### src/pkg/pcsfa_cfg.svh
`ifndef PCSFA_CFG_SVH
`define PCSFA_CFG_SVH

// ----------------------------------------------------------------
// program counter and page select
// ----------------------------------------------------------------
`define PCSFA_PC_W          12
`define PCSFA_PC_RESET      12'hFFF
`define PCSFA_PAGE_W        3
`define PCSFA_PAGE_LSB      9
`define PCSFA_PAGE_RESET    3'h0
`define PCSFA_STATUS_PAGE_LSB 5
`define PCSFA_STACK_DEPTH   8

// ----------------------------------------------------------------
// data memory layout
// ----------------------------------------------------------------
`define PCSFA_DATA_W        8
`define PCSFA_DESIG_W       5
`define PCSFA_DESIG_SEMI_BIT 4
`define PCSFA_BANK_LSB      4
`define PCSFA_BANK_W        3
`define PCSFA_BLOCK_BIT     7
`define PCSFA_MADDR_W       9
`define PCSFA_DMEM_DEPTH    272
`define PCSFA_GLOBAL_BASE   9'h100

// ----------------------------------------------------------------
// global bank offsets and reset values
// ----------------------------------------------------------------
`define PCSFA_OFS_INDIRECT  4'h0
`define PCSFA_OFS_PC_LOW    4'h2
`define PCSFA_OFS_STATUS    4'h3
`define PCSFA_OFS_PTR       4'h4
`define PCSFA_PTR_RESET     8'h00

`endif

### src/pkg/pcsfa_pkg.sv
// ----------------------------------------------------------------
// shared types
// ----------------------------------------------------------------
package pcsfa_pkg;

    typedef logic [11:0] pcsfa_pc_t;
    typedef logic [7:0]  pcsfa_byte_t;

    // operand addressing mode picked by the designator
    typedef enum logic [1:0] {MODE_INDIRECT, MODE_DIRECT, MODE_SEMI} pcsfa_mode_t;

    // where an operand access really lands
    typedef enum logic [2:0] {TGT_NONE, TGT_PC, TGT_STATUS, TGT_PTR, TGT_MEM} pcsfa_tgt_t;

endpackage : pcsfa_pkg

### src/pkg/pcsfa_mem_if.sv
`timescale 1ns/100ps

// ----------------------------------------------------------------
// port between address logic and the register storage
// ----------------------------------------------------------------
interface pcsfa_mem_if;
    logic [8:0]  addr;
    logic        wr_en;
    logic        rd_en;
    logic [7:0]  wdata;
    logic [7:0]  rdata;

    modport ctrl (output addr, output wr_en, output rd_en, output wdata, input rdata);
    modport mem  (input addr, input wr_en, input rd_en, input wdata, output rdata);
endinterface : pcsfa_mem_if

### src/hw/pcsfa_top.sv
`timescale 1ns/100ps
`include "pcsfa_cfg.svh"

// Contract
// RULE_01 - program store is 4096 words of 12 bits, addressed by a binary counter
// RULE_02 - reset loads the program counter with 0FFFh
// RULE_03 - without a branch the counter increments and wraps from maximum to zero
// RULE_04 - pages are 512 words; counting crosses page edges with no effect
// RULE_05 - counter low byte is global register 02h; bit 8 hidden; top bits from page select
// RULE_06 - jump and call take upper target bits from page select; page instruction sets them
// RULE_07 - call stack is eight 12-bit entries; call pushes and shifts, return pops
// RULE_08 - the stack is separate from data memory and never directly readable or writable
// RULE_09 - data memory is sixteen banks of sixteen bytes plus a sixteen-byte global bank
// RULE_10 - every data access carries a 5-bit designator that picks the operand
// RULE_11 - designator 00h indirect, 01h-0Fh direct, 10h-1Fh semi-direct
// RULE_12 - indirect mode uses the full 8-bit pointer at 04h; bank 0 unreachable
// RULE_13 - indirect pointer 01h-0Fh reaches global bank, higher values banks 1 to F
// RULE_14 - direct mode: designator selects a global register, pointer ignored
// RULE_15 - semi-direct: pointer high nibble plus designator low nibble; global unreachable
// RULE_16 - global location 00 is not storage but the indirect access port
// RULE_17 - bank instruction writes pointer bits 4 to 6 only
// RULE_18 - pointer bit 7 picks lower banks 00-7F or upper banks 80-FF
// RULE_19 - stack overflow drops the oldest entry; empty pop returns the bottom entry

module pcsfa_top (
    // clock and reset
    input  logic        CLK,
    input  logic        RST,
    // program flow events from decode
    input  logic        PC_STEP,
    input  logic        JUMP,
    input  logic        CALL,
    input  logic        RET,
    input  logic [8:0]  BRANCH_ADDR,
    // page and bank instructions
    input  logic        PAGE_WR,
    input  logic [2:0]  PAGE_VAL,
    input  logic        BANK_WR,
    input  logic [2:0]  BANK_VAL,
    // operand access
    input  logic [4:0]  DESIG,
    input  logic        RD_REQ,
    input  logic        WR_REQ,
    input  logic [7:0]  WR_DATA,
    output logic [7:0]  RD_DATA,
    output logic        RD_VALID,
    // address state
    output logic [11:0] PC_ADDR,
    output logic [2:0]  PAGE_SEL,
    output logic [7:0]  BANK_PTR
);

    // ----------------------------------------------------------------
    // state
    // ----------------------------------------------------------------
    pcsfa_pkg::pcsfa_pc_t   pc;
    pcsfa_pkg::pcsfa_pc_t   next_pc;
    pcsfa_pkg::pcsfa_pc_t   pc_inc;
    logic [2:0]             page;
    logic [2:0]             next_page;
    pcsfa_pkg::pcsfa_byte_t bank_select_pointer;
    pcsfa_pkg::pcsfa_byte_t next_bank_select_pointer;
    pcsfa_pkg::pcsfa_pc_t   stack      [`PCSFA_STACK_DEPTH];
    pcsfa_pkg::pcsfa_pc_t   next_stack [`PCSFA_STACK_DEPTH];
    logic                   push;
    logic                   pop;

    // operand decode
    pcsfa_pkg::pcsfa_mode_t mode;
    pcsfa_pkg::pcsfa_tgt_t  tgt;
    logic [3:0]             glob_idx;
    logic                   is_global;
    logic [7:0]             bank_addr;
    logic [8:0]             mem_addr;
    pcsfa_pkg::pcsfa_byte_t sreg_val;

    // read pipeline
    logic                   rd_valid;
    logic                   next_rd_valid;
    logic                   rd_from_mem;
    logic                   next_rd_from_mem;
    pcsfa_pkg::pcsfa_byte_t sreg_q;
    pcsfa_pkg::pcsfa_byte_t next_sreg_q;

    pcsfa_mem_if            mem_bus ();

    // ----------------------------------------------------------------
    // operand address decode
    // ----------------------------------------------------------------

    // mode follows from the designator alone
    always_comb
    begin
        if (DESIG == 5'h00)
        begin
            mode = pcsfa_pkg::MODE_INDIRECT;                        // RULE_11
        end
        else if (DESIG[`PCSFA_DESIG_SEMI_BIT])
        begin
            mode = pcsfa_pkg::MODE_SEMI;                            // RULE_11
        end
        else
        begin
            mode = pcsfa_pkg::MODE_DIRECT;                          // RULE_11
        end
    end

    // resolve the operand to a global slot or a banked byte
    always_comb
    begin
        is_global = 1'b0;
        glob_idx  = 4'h0;
        bank_addr = 8'h00;
        unique case (mode)
            pcsfa_pkg::MODE_INDIRECT:
            begin
                // pointer high nibble zero means global, so bank 0 is never hit
                if (bank_select_pointer[7:4] == 4'h0)
                begin
                    is_global = 1'b1;                               // RULE_13
                    glob_idx  = bank_select_pointer[3:0];           // RULE_12
                end
                else
                begin
                    bank_addr = bank_select_pointer;                // RULE_12
                end
            end
            pcsfa_pkg::MODE_DIRECT:
            begin
                is_global = 1'b1;                                   // RULE_14
                glob_idx  = DESIG[3:0];
            end
            pcsfa_pkg::MODE_SEMI:
            begin
                // bit 7 rides along in the high nibble and picks the block
                bank_addr = {bank_select_pointer[7:4], DESIG[3:0]}; // RULE_15
            end
        endcase
    end

    // banked bytes sit at 00-FF, general globals above them
    always_comb
    begin
        if (is_global)
        begin
            mem_addr = `PCSFA_GLOBAL_BASE | {5'h00, glob_idx};      // RULE_09
        end
        else
        begin
            mem_addr = {1'b0, bank_addr};                           // RULE_18
        end
    end

    // special globals are held here, the rest in storage
    always_comb
    begin
        tgt = pcsfa_pkg::TGT_MEM;
        if (is_global)
        begin
            unique case (glob_idx)
                // indirect through a pointer of zero lands on the port itself
                `PCSFA_OFS_INDIRECT: tgt = pcsfa_pkg::TGT_NONE;     // RULE_16
                `PCSFA_OFS_PC_LOW:   tgt = pcsfa_pkg::TGT_PC;       // RULE_05
                `PCSFA_OFS_STATUS:   tgt = pcsfa_pkg::TGT_STATUS;
                `PCSFA_OFS_PTR:      tgt = pcsfa_pkg::TGT_PTR;      // RULE_12
                default:             tgt = pcsfa_pkg::TGT_MEM;
            endcase
        end
    end

    // value shown when a special global is read
    always_comb
    begin
        unique case (tgt)
            pcsfa_pkg::TGT_PC:     sreg_val = pc[7:0];              // RULE_05
            pcsfa_pkg::TGT_STATUS: sreg_val = {page, 5'h00};
            pcsfa_pkg::TGT_PTR:    sreg_val = bank_select_pointer;
            default:               sreg_val = 8'h00;
        endcase
    end

    // ----------------------------------------------------------------
    // storage port
    // ----------------------------------------------------------------

    // the stack has no address here, so data accesses can never reach it
    assign mem_bus.addr  = mem_addr;                                // RULE_08
    assign mem_bus.wr_en = WR_REQ && (tgt == pcsfa_pkg::TGT_MEM);   // RULE_10
    assign mem_bus.rd_en = RD_REQ && (tgt == pcsfa_pkg::TGT_MEM);
    assign mem_bus.wdata = WR_DATA;

    pcsfa_dmem u_dmem (
        .clk  (CLK),
        .rst  (RST),
        .port (mem_bus.mem)
    );

    // ----------------------------------------------------------------
    // read return
    // ----------------------------------------------------------------

    // special values are captured now so they line up with storage data
    always_comb
    begin
        next_rd_valid    = RD_REQ;
        next_rd_from_mem = rd_from_mem;
        next_sreg_q      = sreg_q;
        if (RD_REQ)
        begin
            next_rd_from_mem = (tgt == pcsfa_pkg::TGT_MEM);
            next_sreg_q      = sreg_val;
        end
    end

    always_ff @(posedge CLK)
    begin
        if (RST)
        begin
            rd_valid    <= 1'b0;
            rd_from_mem <= 1'b0;
            sreg_q      <= 8'h00;
        end
        else
        begin
            rd_valid    <= next_rd_valid;
            rd_from_mem <= next_rd_from_mem;
            sreg_q      <= next_sreg_q;
        end
    end

    assign RD_DATA  = rd_from_mem ? mem_bus.rdata : sreg_q;
    assign RD_VALID = rd_valid;

    // ----------------------------------------------------------------
    // bank select pointer
    // ----------------------------------------------------------------

    // a bank instruction overrides bits 4 to 6 of a full write in the same cycle
    always_comb
    begin
        next_bank_select_pointer = bank_select_pointer;
        if (WR_REQ && (tgt == pcsfa_pkg::TGT_PTR))
        begin
            next_bank_select_pointer = WR_DATA;                     // RULE_18
        end
        if (BANK_WR)
        begin
            next_bank_select_pointer[`PCSFA_BANK_LSB +: `PCSFA_BANK_W] = BANK_VAL; // RULE_17
        end
    end

    always_ff @(posedge CLK)
    begin
        if (RST)
        begin
            bank_select_pointer <= `PCSFA_PTR_RESET;
        end
        else
        begin
            bank_select_pointer <= next_bank_select_pointer;
        end
    end

    // ----------------------------------------------------------------
    // program counter and page select
    // ----------------------------------------------------------------

    // natural 12-bit wrap; page edges are just carries
    assign pc_inc = pc + 12'h001;                                   // RULE_03 RULE_04

    // return beats call beats jump beats a data write beats a step
    always_comb
    begin
        next_pc = pc;
        push    = 1'b0;
        pop     = 1'b0;
        if (RET)
        begin
            pop     = 1'b1;
            next_pc = stack[0];                                     // RULE_07
        end
        else if (CALL)
        begin
            push    = 1'b1;
            // call targets always start in the lower half of a page
            next_pc = {page, 1'b0, BRANCH_ADDR[7:0]};               // RULE_06
        end
        else if (JUMP)
        begin
            next_pc = {page, BRANCH_ADDR};                          // RULE_06
        end
        else if (WR_REQ && (tgt == pcsfa_pkg::TGT_PC))
        begin
            // bit 8 is not writable and clears on a direct load
            next_pc = {page, 1'b0, WR_DATA};                        // RULE_05
        end
        else if (PC_STEP)
        begin
            next_pc = pc_inc;                                       // RULE_03 RULE_01
        end
    end

    // page bits move by the page instruction or a status write
    always_comb
    begin
        next_page = page;
        if (PAGE_WR)
        begin
            next_page = PAGE_VAL;                                   // RULE_06
        end
        else if (WR_REQ && (tgt == pcsfa_pkg::TGT_STATUS))
        begin
            next_page = WR_DATA[`PCSFA_STATUS_PAGE_LSB +: `PCSFA_PAGE_W]; // RULE_05
        end
    end

    always_ff @(posedge CLK)
    begin
        if (RST)
        begin
            pc   <= `PCSFA_PC_RESET;                                // RULE_02
            page <= `PCSFA_PAGE_RESET;
        end
        else
        begin
            pc   <= next_pc;
            page <= next_page;
        end
    end

    // ----------------------------------------------------------------
    // call stack
    // ----------------------------------------------------------------

    // pure shift register: no pointer, so no overflow or underflow state
    for (genvar i = 0; i < `PCSFA_STACK_DEPTH; i++)
    begin : g_stack
        always_comb
        begin
            next_stack[i] = stack[i];
            if (pop)
            begin
                if (i == `PCSFA_STACK_DEPTH - 1)
                begin
                    next_stack[i] = stack[i];                       // RULE_19
                end
                else
                begin
                    next_stack[i] = stack[(i + 1) % `PCSFA_STACK_DEPTH]; // RULE_07
                end
            end
            else if (push)
            begin
                if (i == 0)
                begin
                    next_stack[i] = pc_inc;                         // RULE_07
                end
                else
                begin
                    // the oldest entry falls off the bottom
                    next_stack[i] = stack[(i + `PCSFA_STACK_DEPTH - 1) % `PCSFA_STACK_DEPTH]; // RULE_19
                end
            end
        end

        always_ff @(posedge CLK)
        begin
            if (RST)
            begin
                stack[i] <= 12'h000;
            end
            else
            begin
                stack[i] <= next_stack[i];
            end
        end
    end

    // ----------------------------------------------------------------
    // outputs
    // ----------------------------------------------------------------
    assign PC_ADDR  = pc;
    assign PAGE_SEL = page;
    assign BANK_PTR = bank_select_pointer;

endmodule : pcsfa_top

### src/hw/pcsfa_dmem.sv
`timescale 1ns/100ps
`include "pcsfa_cfg.svh"

// ----------------------------------------------------------------
// register storage: sixteen banks plus the general global registers
// ----------------------------------------------------------------
module pcsfa_dmem (
    // clock and reset
    input  logic              clk,
    input  logic              rst,
    // access port
    pcsfa_mem_if.mem          port
);

    logic [`PCSFA_DATA_W-1:0] store [`PCSFA_DMEM_DEPTH];
    logic [`PCSFA_DATA_W-1:0] rdata_q;

    // contents are not cleared; software initialises its registers
    always_ff @(posedge clk)
    begin
        if (port.wr_en)
        begin
            store[port.addr] <= port.wdata;
        end
    end

    // read data leaves from a register, one cycle after the request
    always_ff @(posedge clk)
    begin
        if (rst)
        begin
            rdata_q <= 8'h00;
        end
        else if (port.rd_en)
        begin
            rdata_q <= store[port.addr];
        end
    end

    assign port.rdata = rdata_q;

endmodule : pcsfa_dmem

### config.mk
export PLATFORM = sky130hd
export DESIGN_NAME = pcsfa_top
export DESIGN_NICKNAME = d
export VERILOG_FILES = /design/src/pkg/pcsfa_pkg.sv /design/src/pkg/pcsfa_mem_if.sv /design/src/hw/pcsfa_top.sv /design/src/hw/pcsfa_dmem.sv
export VERILOG_INCLUDE_DIRS = /design/src /design/src/pkg
export SDC_FILE = /design/constraint.sdc
export NUM_CORES = 2
export LEC_CHECK = 0
export ABC_CLOCK_PERIOD_IN_PS = 4400
export BUFFER_PORTS_ARGS = -buffer_cell sky130_fd_sc_hd__buf_2
export CAP_MARGIN = 0
export CORE_ASPECT_RATIO = 1.4
export CORE_MARGIN = 2
export CORE_UTILIZATION = 61
export DETAILED_ROUTE_END_ITERATION = 10
export PLACE_DENSITY = 0.81
export REMOVE_ABC_BUFFERS = 1
export SYNTH_ARGS = -nofsm -noshare
export SYNTH_HDL_FRONTEND = slang
export SYNTH_SLANG_ARGS = --single-unit
### constraint.sdc
create_clock -name CLK -period 4.4 [get_ports CLK]
set_input_delay 0.44 -clock CLK [delete_from_list [all_inputs] [get_ports CLK]]
set_output_delay 0.44 -clock CLK [all_outputs]
set_load 0.005 [all_outputs]
; Word-level counts from Yosys, hierarchy flattened
; Memories as Yosys holds them, arrays and structs flattened. A register that Yosys moved wholly into a read port is not among the register bits.
; Cells that the tools add are included.
[word_totals]
regBits = 33
ramBits = 2272
in_bits = 38
out_inout_bits = 32
elab_cells = 93
n_memories = 2
[memory_table]
columns = name, words, width, read_ports, rd_clocked_by_memory_dff, wr, line
row1 = u_dmem.store, 272, 8, 1, 1, 1, pcsfa_dmem.sv:15  ; logic [`PCSFA_DATA_W-1:0] store [`PCSFA_DMEM_DEPTH];
row2 = stack, 8, 12, 8, 0, 8, pcsfa_top.sv:63  ; pcsfa_pkg::pcsfa_pc_t stack [`PCSFA_STACK_DEPTH];
[classes]
n_addsub = 1
eq_ne = 9
mux = 54
bitwise_logic = 8
reduce_logical = 12
[ops]
columns = operator, count
row1 = two-way mux 12 bit, 29
row2 = one-hot mux 8 bit (3 select lines), 1
row3 = two-way mux 8 bit, 2
row4 = one-hot mux 8 bit (2 select lines), 1
row5 = "adder 12 x 1 -> 12 bit, second input constant", 1
row6 = two-way mux 3 bit, 4
row7 = one-hot mux 3 bit (4 select lines), 1
row8 = two-way mux 1 bit, 9
row9 = two-way mux 9 bit, 1
row10 = "== test 4 x 2 -> 1 bit, second input constant", 2
row11 = logical NOT 4 bit, 2
row12 = OR 1 bit, 8
row13 = one-hot mux 4 bit (2 select lines), 1
row14 = two-way mux 7 bit, 1
row15 = "== test 3 x 2 -> 1 bit, second input constant", 2
row16 = logical AND 1 bit, 5
row17 = logical NOT 5 bit, 1
row18 = nonzero test 5 bit, 1
row19 = "== test 4 x 3 -> 1 bit, second input constant", 1
row20 = two-way mux 2 bit, 2
row21 = two-way mux 4 bit, 1
row22 = nonzero test 2 bit, 2
row23 = "== test 3 x 1 -> 1 bit, second input constant", 1
row24 = "== test 3 bit, second input constant", 1
row25 = 4 further kinds, 4

; Longest topological paths before layout
[logic_depth]
ltp_word = 13
mapped_depth = 15
ltp_nobuf = 9

; Modules after synthesis
; A second synthesis with hierarchy kept.
[hier_totals]
hier_cells = 4638
area_unflattened_um2 = 90944.7
[by_module_without_submodules]
columns = module, n_inst, cells_each, area_per_inst_um2, seq_area_each_um2
row1 = pcsfa_dmem, 1, 3834, 84541.1, 65502.8
row2 = pcsfa_top, 1, 804, 6403.6, 2582.5

; Worst setup path after synthesis
; Ideal clock, no wire load.
[synth_timing]
kind = input to register
startpoint = in DESIG[1]
endpoint = mem u_dmem.store[171][0] (netlist name), enable pin
setup_time_ps = 370
arrival_ps = 2894
t_required_ps = 4030
slack_ps = 1136
stages = 11
n_path_buf = 3
path_cell_list = buf_2 > nor4_2 > buf_2 > a31oi_1 > a21oi_1 > a211oi_1 > nand2b_1 > nor2_1 > nand2_1 > clkbuf_1 > nor2_1
[synth_between]
elab_chain_cells = 11
word_cells_on_any_way = 19
classes_between = 6 x eq/ne / 9 x mux / 4 x reduce/logical
[synth_rtl]
columns = element, line
row1 = from (decl), pcsfa_top.sv:41  ; input logic [4:0] DESIG,
row2 = logical NOT 5 bit, pcsfa_top.sv:94  ; if (DESIG == 5'h00)
row3 = two-way mux 2 bit, pcsfa_top.sv:94
row4 = == test 2 x 1 -> 1 bit or logical NOT 2 bit (tied branches), pcsfa_top.sv:114  ; unique case (mode)
row5 = one-hot mux 4 bit (2 select lines), pcsfa_top.sv:114
row6 = == test 4 x 3 -> 1 bit (tied with other cells), pcsfa_top.sv:160  ; unique case (glob_idx)
row7 = one-hot mux 3 bit (4 select lines), pcsfa_top.sv:160
row8 = two-way mux 3 bit, pcsfa_top.sv:158  ; if (is_global)
row9 = == test 3 bit, pcsfa_top.sv:188  ; assign mem_bus.wr_en = WR_REQ && (tgt == pcsfa_pkg::TGT_MEM);
row10 = logical AND 1 bit, pcsfa_top.sv:188
row11 = two-way mux 1 bit, pcsfa_dmem.sv:21  ; if (port.wr_en)
row12 = two-way mux 1 bit (implied by the code), pcsfa_dmem.sv:23  ; store[port.addr] <= port.wdata;
row13 = to (decl), pcsfa_dmem.sv:15
; Several ways; a longest one is shown, not always the timed one.

; Worst setup path in the final report
[layout_timing]
startpoint = reg bank_select_pointer[0] (netlist: BANK_PTR[0])
endpoint = reg u_dmem.rdata_q[2] (netlist: u_dmem.port.rdata[2]) (read register of u_dmem.store)
[layout_between]
elab_chain_cells = 7
word_cells_on_any_way = 13
classes_between = 4 x eq/ne / 7 x mux / 2 x reduce/logical
[layout_rtl]
columns = element, line
row1 = from (decl), pcsfa_top.sv:61  ; pcsfa_pkg::pcsfa_byte_t bank_select_pointer;
row2 = from (signal assigned), pcsfa_top.sv:256  ; bank_select_pointer <= `PCSFA_PTR_RESET;
row3 = from (signal assigned), pcsfa_top.sv:260  ; bank_select_pointer <= next_bank_select_pointer;
row4 = two-way mux 4 bit, pcsfa_top.sv:118  ; if (bank_select_pointer[7:4] == 4'h0)
row5 = one-hot mux 4 bit (2 select lines), pcsfa_top.sv:114
row6 = == test 4 x 3 -> 1 bit (tied with other cells), pcsfa_top.sv:160
row7 = one-hot mux 3 bit (4 select lines), pcsfa_top.sv:160
row8 = two-way mux 3 bit, pcsfa_top.sv:158
row9 = == test 3 bit, pcsfa_top.sv:189  ; assign mem_bus.rd_en = RD_REQ && (tgt == pcsfa_pkg::TGT_MEM);
row10 = logical AND 1 bit, pcsfa_top.sv:189
row11 = to (decl), pcsfa_dmem.sv:16  ; logic [`PCSFA_DATA_W-1:0] rdata_q;
; Several ways; a longest one is shown, not always the timed one.
; A chain may end at the register's enable or synchronous reset.

==> results.json <==
{
  "whs_ps": 50.7,
  "drv_cap": 0,
  "multiInputGateArea_um2": 20200,
  "cts_buffer_depth": 3,
  "yosysSeqAreaShare": 0.755,
  "synthTopCellsByCount": "2,176 x edfxtp_1, 878 x nand2_1, 521 x nor2_1, 401 x o221ai_1, 320 x a31oi_1",
  "worst_ep_required_time_ps": 5140,
  "num_vias": 60800,
  "cts_sinks": 2313,
  "synthCells": 6189,
  "min_path_type": "input pin to register",
  "postRouteAntennaNets": 0,
  "coreArea_um2": 146000,
  "gp_congestion": 0.960,
  "post-synth-top-area-cell": "edfxtp_1",
  "max_freq_ghz": 0.229,
  "rsz0062_at_grt": "no",
  "ff_latch_area_um2": 68100,
  "worstSetupEndpointType": "register",
  "path_class": "register to register",
  "place_ws_ps": -251,
  "ys.flop_type": "edfxtp_1",
  "first_pass_iters": 8,
  "drt_wl_total_um": 269000,
  "fin_tns_setup_ps": 0,
  "hold_depth": 4,
  "crit_fanout": 20,
  "min_period_ps": 4370,
  "stdcell_count": 8494,
  "die_h_um": 459,
  "yosys_register_bits": 2313,
  "min_period_over_period": 0.992,
  "row_count": 166,
  "dieArea_um2": 151000,
  "synth_top_area_share": 0.725,
  "p_leak_nw": 32.9,
  "worst_pin_slew_ps": 1380,
  "grt_usage": 0.351,
  "synth_area_leaders": "edfxtp_1 72%, o221ai_1 3.9%, nand2_1 3.7%",
  "dp.cells": 8116,
  "numCtsBuffers": 194,
  "ioPinCount": 70,
  "powerDensity_nw_per_um2": 433,
  "start_kind": "register",
  "layout-drive-gt1-share": 0.115,
  "fillers": 8978,
  "avgRoutedWirePerCell_um": 31.6,
  "dpl.hpwl_um": 165000,
  "port_buffers": 69,
  "peakVddDrop_v": 0.000471,
  "synth_edf_count": 2176,
  "avgSynthCellArea_um2": 14.6,
  "h-tree-depth": 4,
  "timing.slew.headroom": 0.0750,
  "start_util": 0.616,
  "finalSetupViolations": 0,
  "path_clk_slew_ps": 70,
  "tritoncts": "built",
  "route.detailed.drc": 0,
  "antenna_found_initial": 11,
  "cts_root_buffer": "clkbuf_16",
  "grt_max_degree": 155,
  "status": "completed",
  "finalHoldViolations": 0,
  "skew_ps": 30.2,
  "slew_viol_final": 0,
  "first_global_vias": 58200,
  "p_total_mw": 43.8,
  "arrival_ps": 5110,
  "yosys_warnings": 0,
  "grt_first_pass_wirelength_um": 385000,
  "syn2layout_area_growth_pct": 12.1,
  "clock_latency_ps": 870,
  "grt_overflow": 0,
  "netlist-cell-type-count": 75,
  "drtIter0Drc": 10300,
  "async_flop_share": 0,
  "fin_nets": 6438,
  "chipWidth_um": 329,
  "setup_slack_ps": 34.6,
  "reg2reg_depth": 11,
  "viasPerCell": 7.15,
  "syn_area_um2": 90200,
  "yosysMostFrequentCell": "edfxtp_1"
}
==> registers in the layout, indices dropped and copies added (netlist names) <==
register           cells
u_dmem.store        2176
stack                 96
PC_ADDR               12
BANK_PTR               8
sreg_q                 8
u_dmem.port.rdata      8
PAGE_SEL               3
RD_VALID               1
rd_from_mem            1
==> where the power goes <==
group	switching, mW	internal, mW	total (mW)
clock	7.72	9.15	16.9
sequential	0.0667	24.1	24.2
combinational	2.01	0.769	2.78
total	9.79	34.0	43.8
==> per-stage QoR <==
| stage | instance area [µm²] | util |
|---|---|---|
| after floorplan | 88200 | - |
| after global placement | 94700 | 0.647 |
| after detailed placement | 94700 | 0.647 |
| after CTS | 101000 | 0.690 |
| after global routing | 101000 | 0.690 |
| final | 101000 | 0.690 |
==> what timing repair did <==
item / 4_1_cts / 5_1_grt
buffers inserted: 0 / 0
resized for setup: 0 / 3
endpoints found under the hold margin: 13 / 0
endpoints found under the setup margin: 0 / 3
hold buffers: 19 / 0
==> cell usage in the layout (no fill, tap or decap), types with 19 or more instances in the layout <==
master            n
clkinv_2         48
nor2_1          521
clkbuf_16       199
nand3_1          91
a21oi_1         242
edfxtp_1       2176
a311oi_1         19
mux2i_1         286
nor3_1           21
o21ai_0          26
o22ai_1         141
buf_4           296
nor4_1           99
buf_2            58
clkbuf_1         40
dfxtp_1         137
o221ai_1        401
a31oi_1         319
buf_12           68
conb_1           32
nand2_1         878
a211oi_1        121
clkinv_1         30
dlygate4sd3_1    19
==> logic make-up after synthesis <==
| kind of cell | share of synthesized area |
|---|---|
| adder cells (fa/ha/maj) | 0.000139 |
| XOR/XNOR | 0.00136 |
| flip-flops | 0.755 |
| multiplexers | 0.0331 |
| buffers and inverters | 0.0234 |
| AND/OR/NAND/NOR | 0.0777 |
| AO/OA/AOI/OAI | 0.109 |
| other | 0.0000416 |
==> metal layers <==
layer / track usage / part of all wire / vias up
li1: - / - / 24600
met1: 0.424 / 0.31 / 29500
met2: 0.560 / 0.47 / 5492
met3: 0.0807 / 0.13 / 1195
met4: 0.245 / 0.083 / 8
met5: 0 / 0.00015 / -
==> cell type report <==
class / instances / share of cell area
diodes: 7 / 0.000173
flip-flops and latches: 2313 / 0.673
clock inverters: 107 / 0.00908
repair buffers: 450 / 0.0414
clock buffers: 245 / 0.0516
multi-input cells: 3427 / 0.200
inverters: 13 / 0.000483
well taps: 1932 / 0.0239
==> worst paths after layout <==
check             slack [ps]      startpoint                   end
setup / recovery          30     BANK_PTR[0]  u_dmem.port.rdata[2]
hold / removal            50  BRANCH_ADDR[7]            PC_ADDR[7]
setup reg to reg          30     BANK_PTR[0]  u_dmem.port.rdata[2]
hold reg to reg          460    stack[1][45]          stack[1][45]
==> critical path, cell delays in order, from the launching register on <==
cell and delay (ps):
dfxtp_1 550, nor3b_1 480, a2bb2oi_4 330, buf_12 270, buf_4 200, o221ai_1 190
a31oi_1 80, nor4_1 1060, o221ai_1 200, o21ai_1 360, a41oi_1 220, o21a_1 280
(Power assumes the default switching activity.)
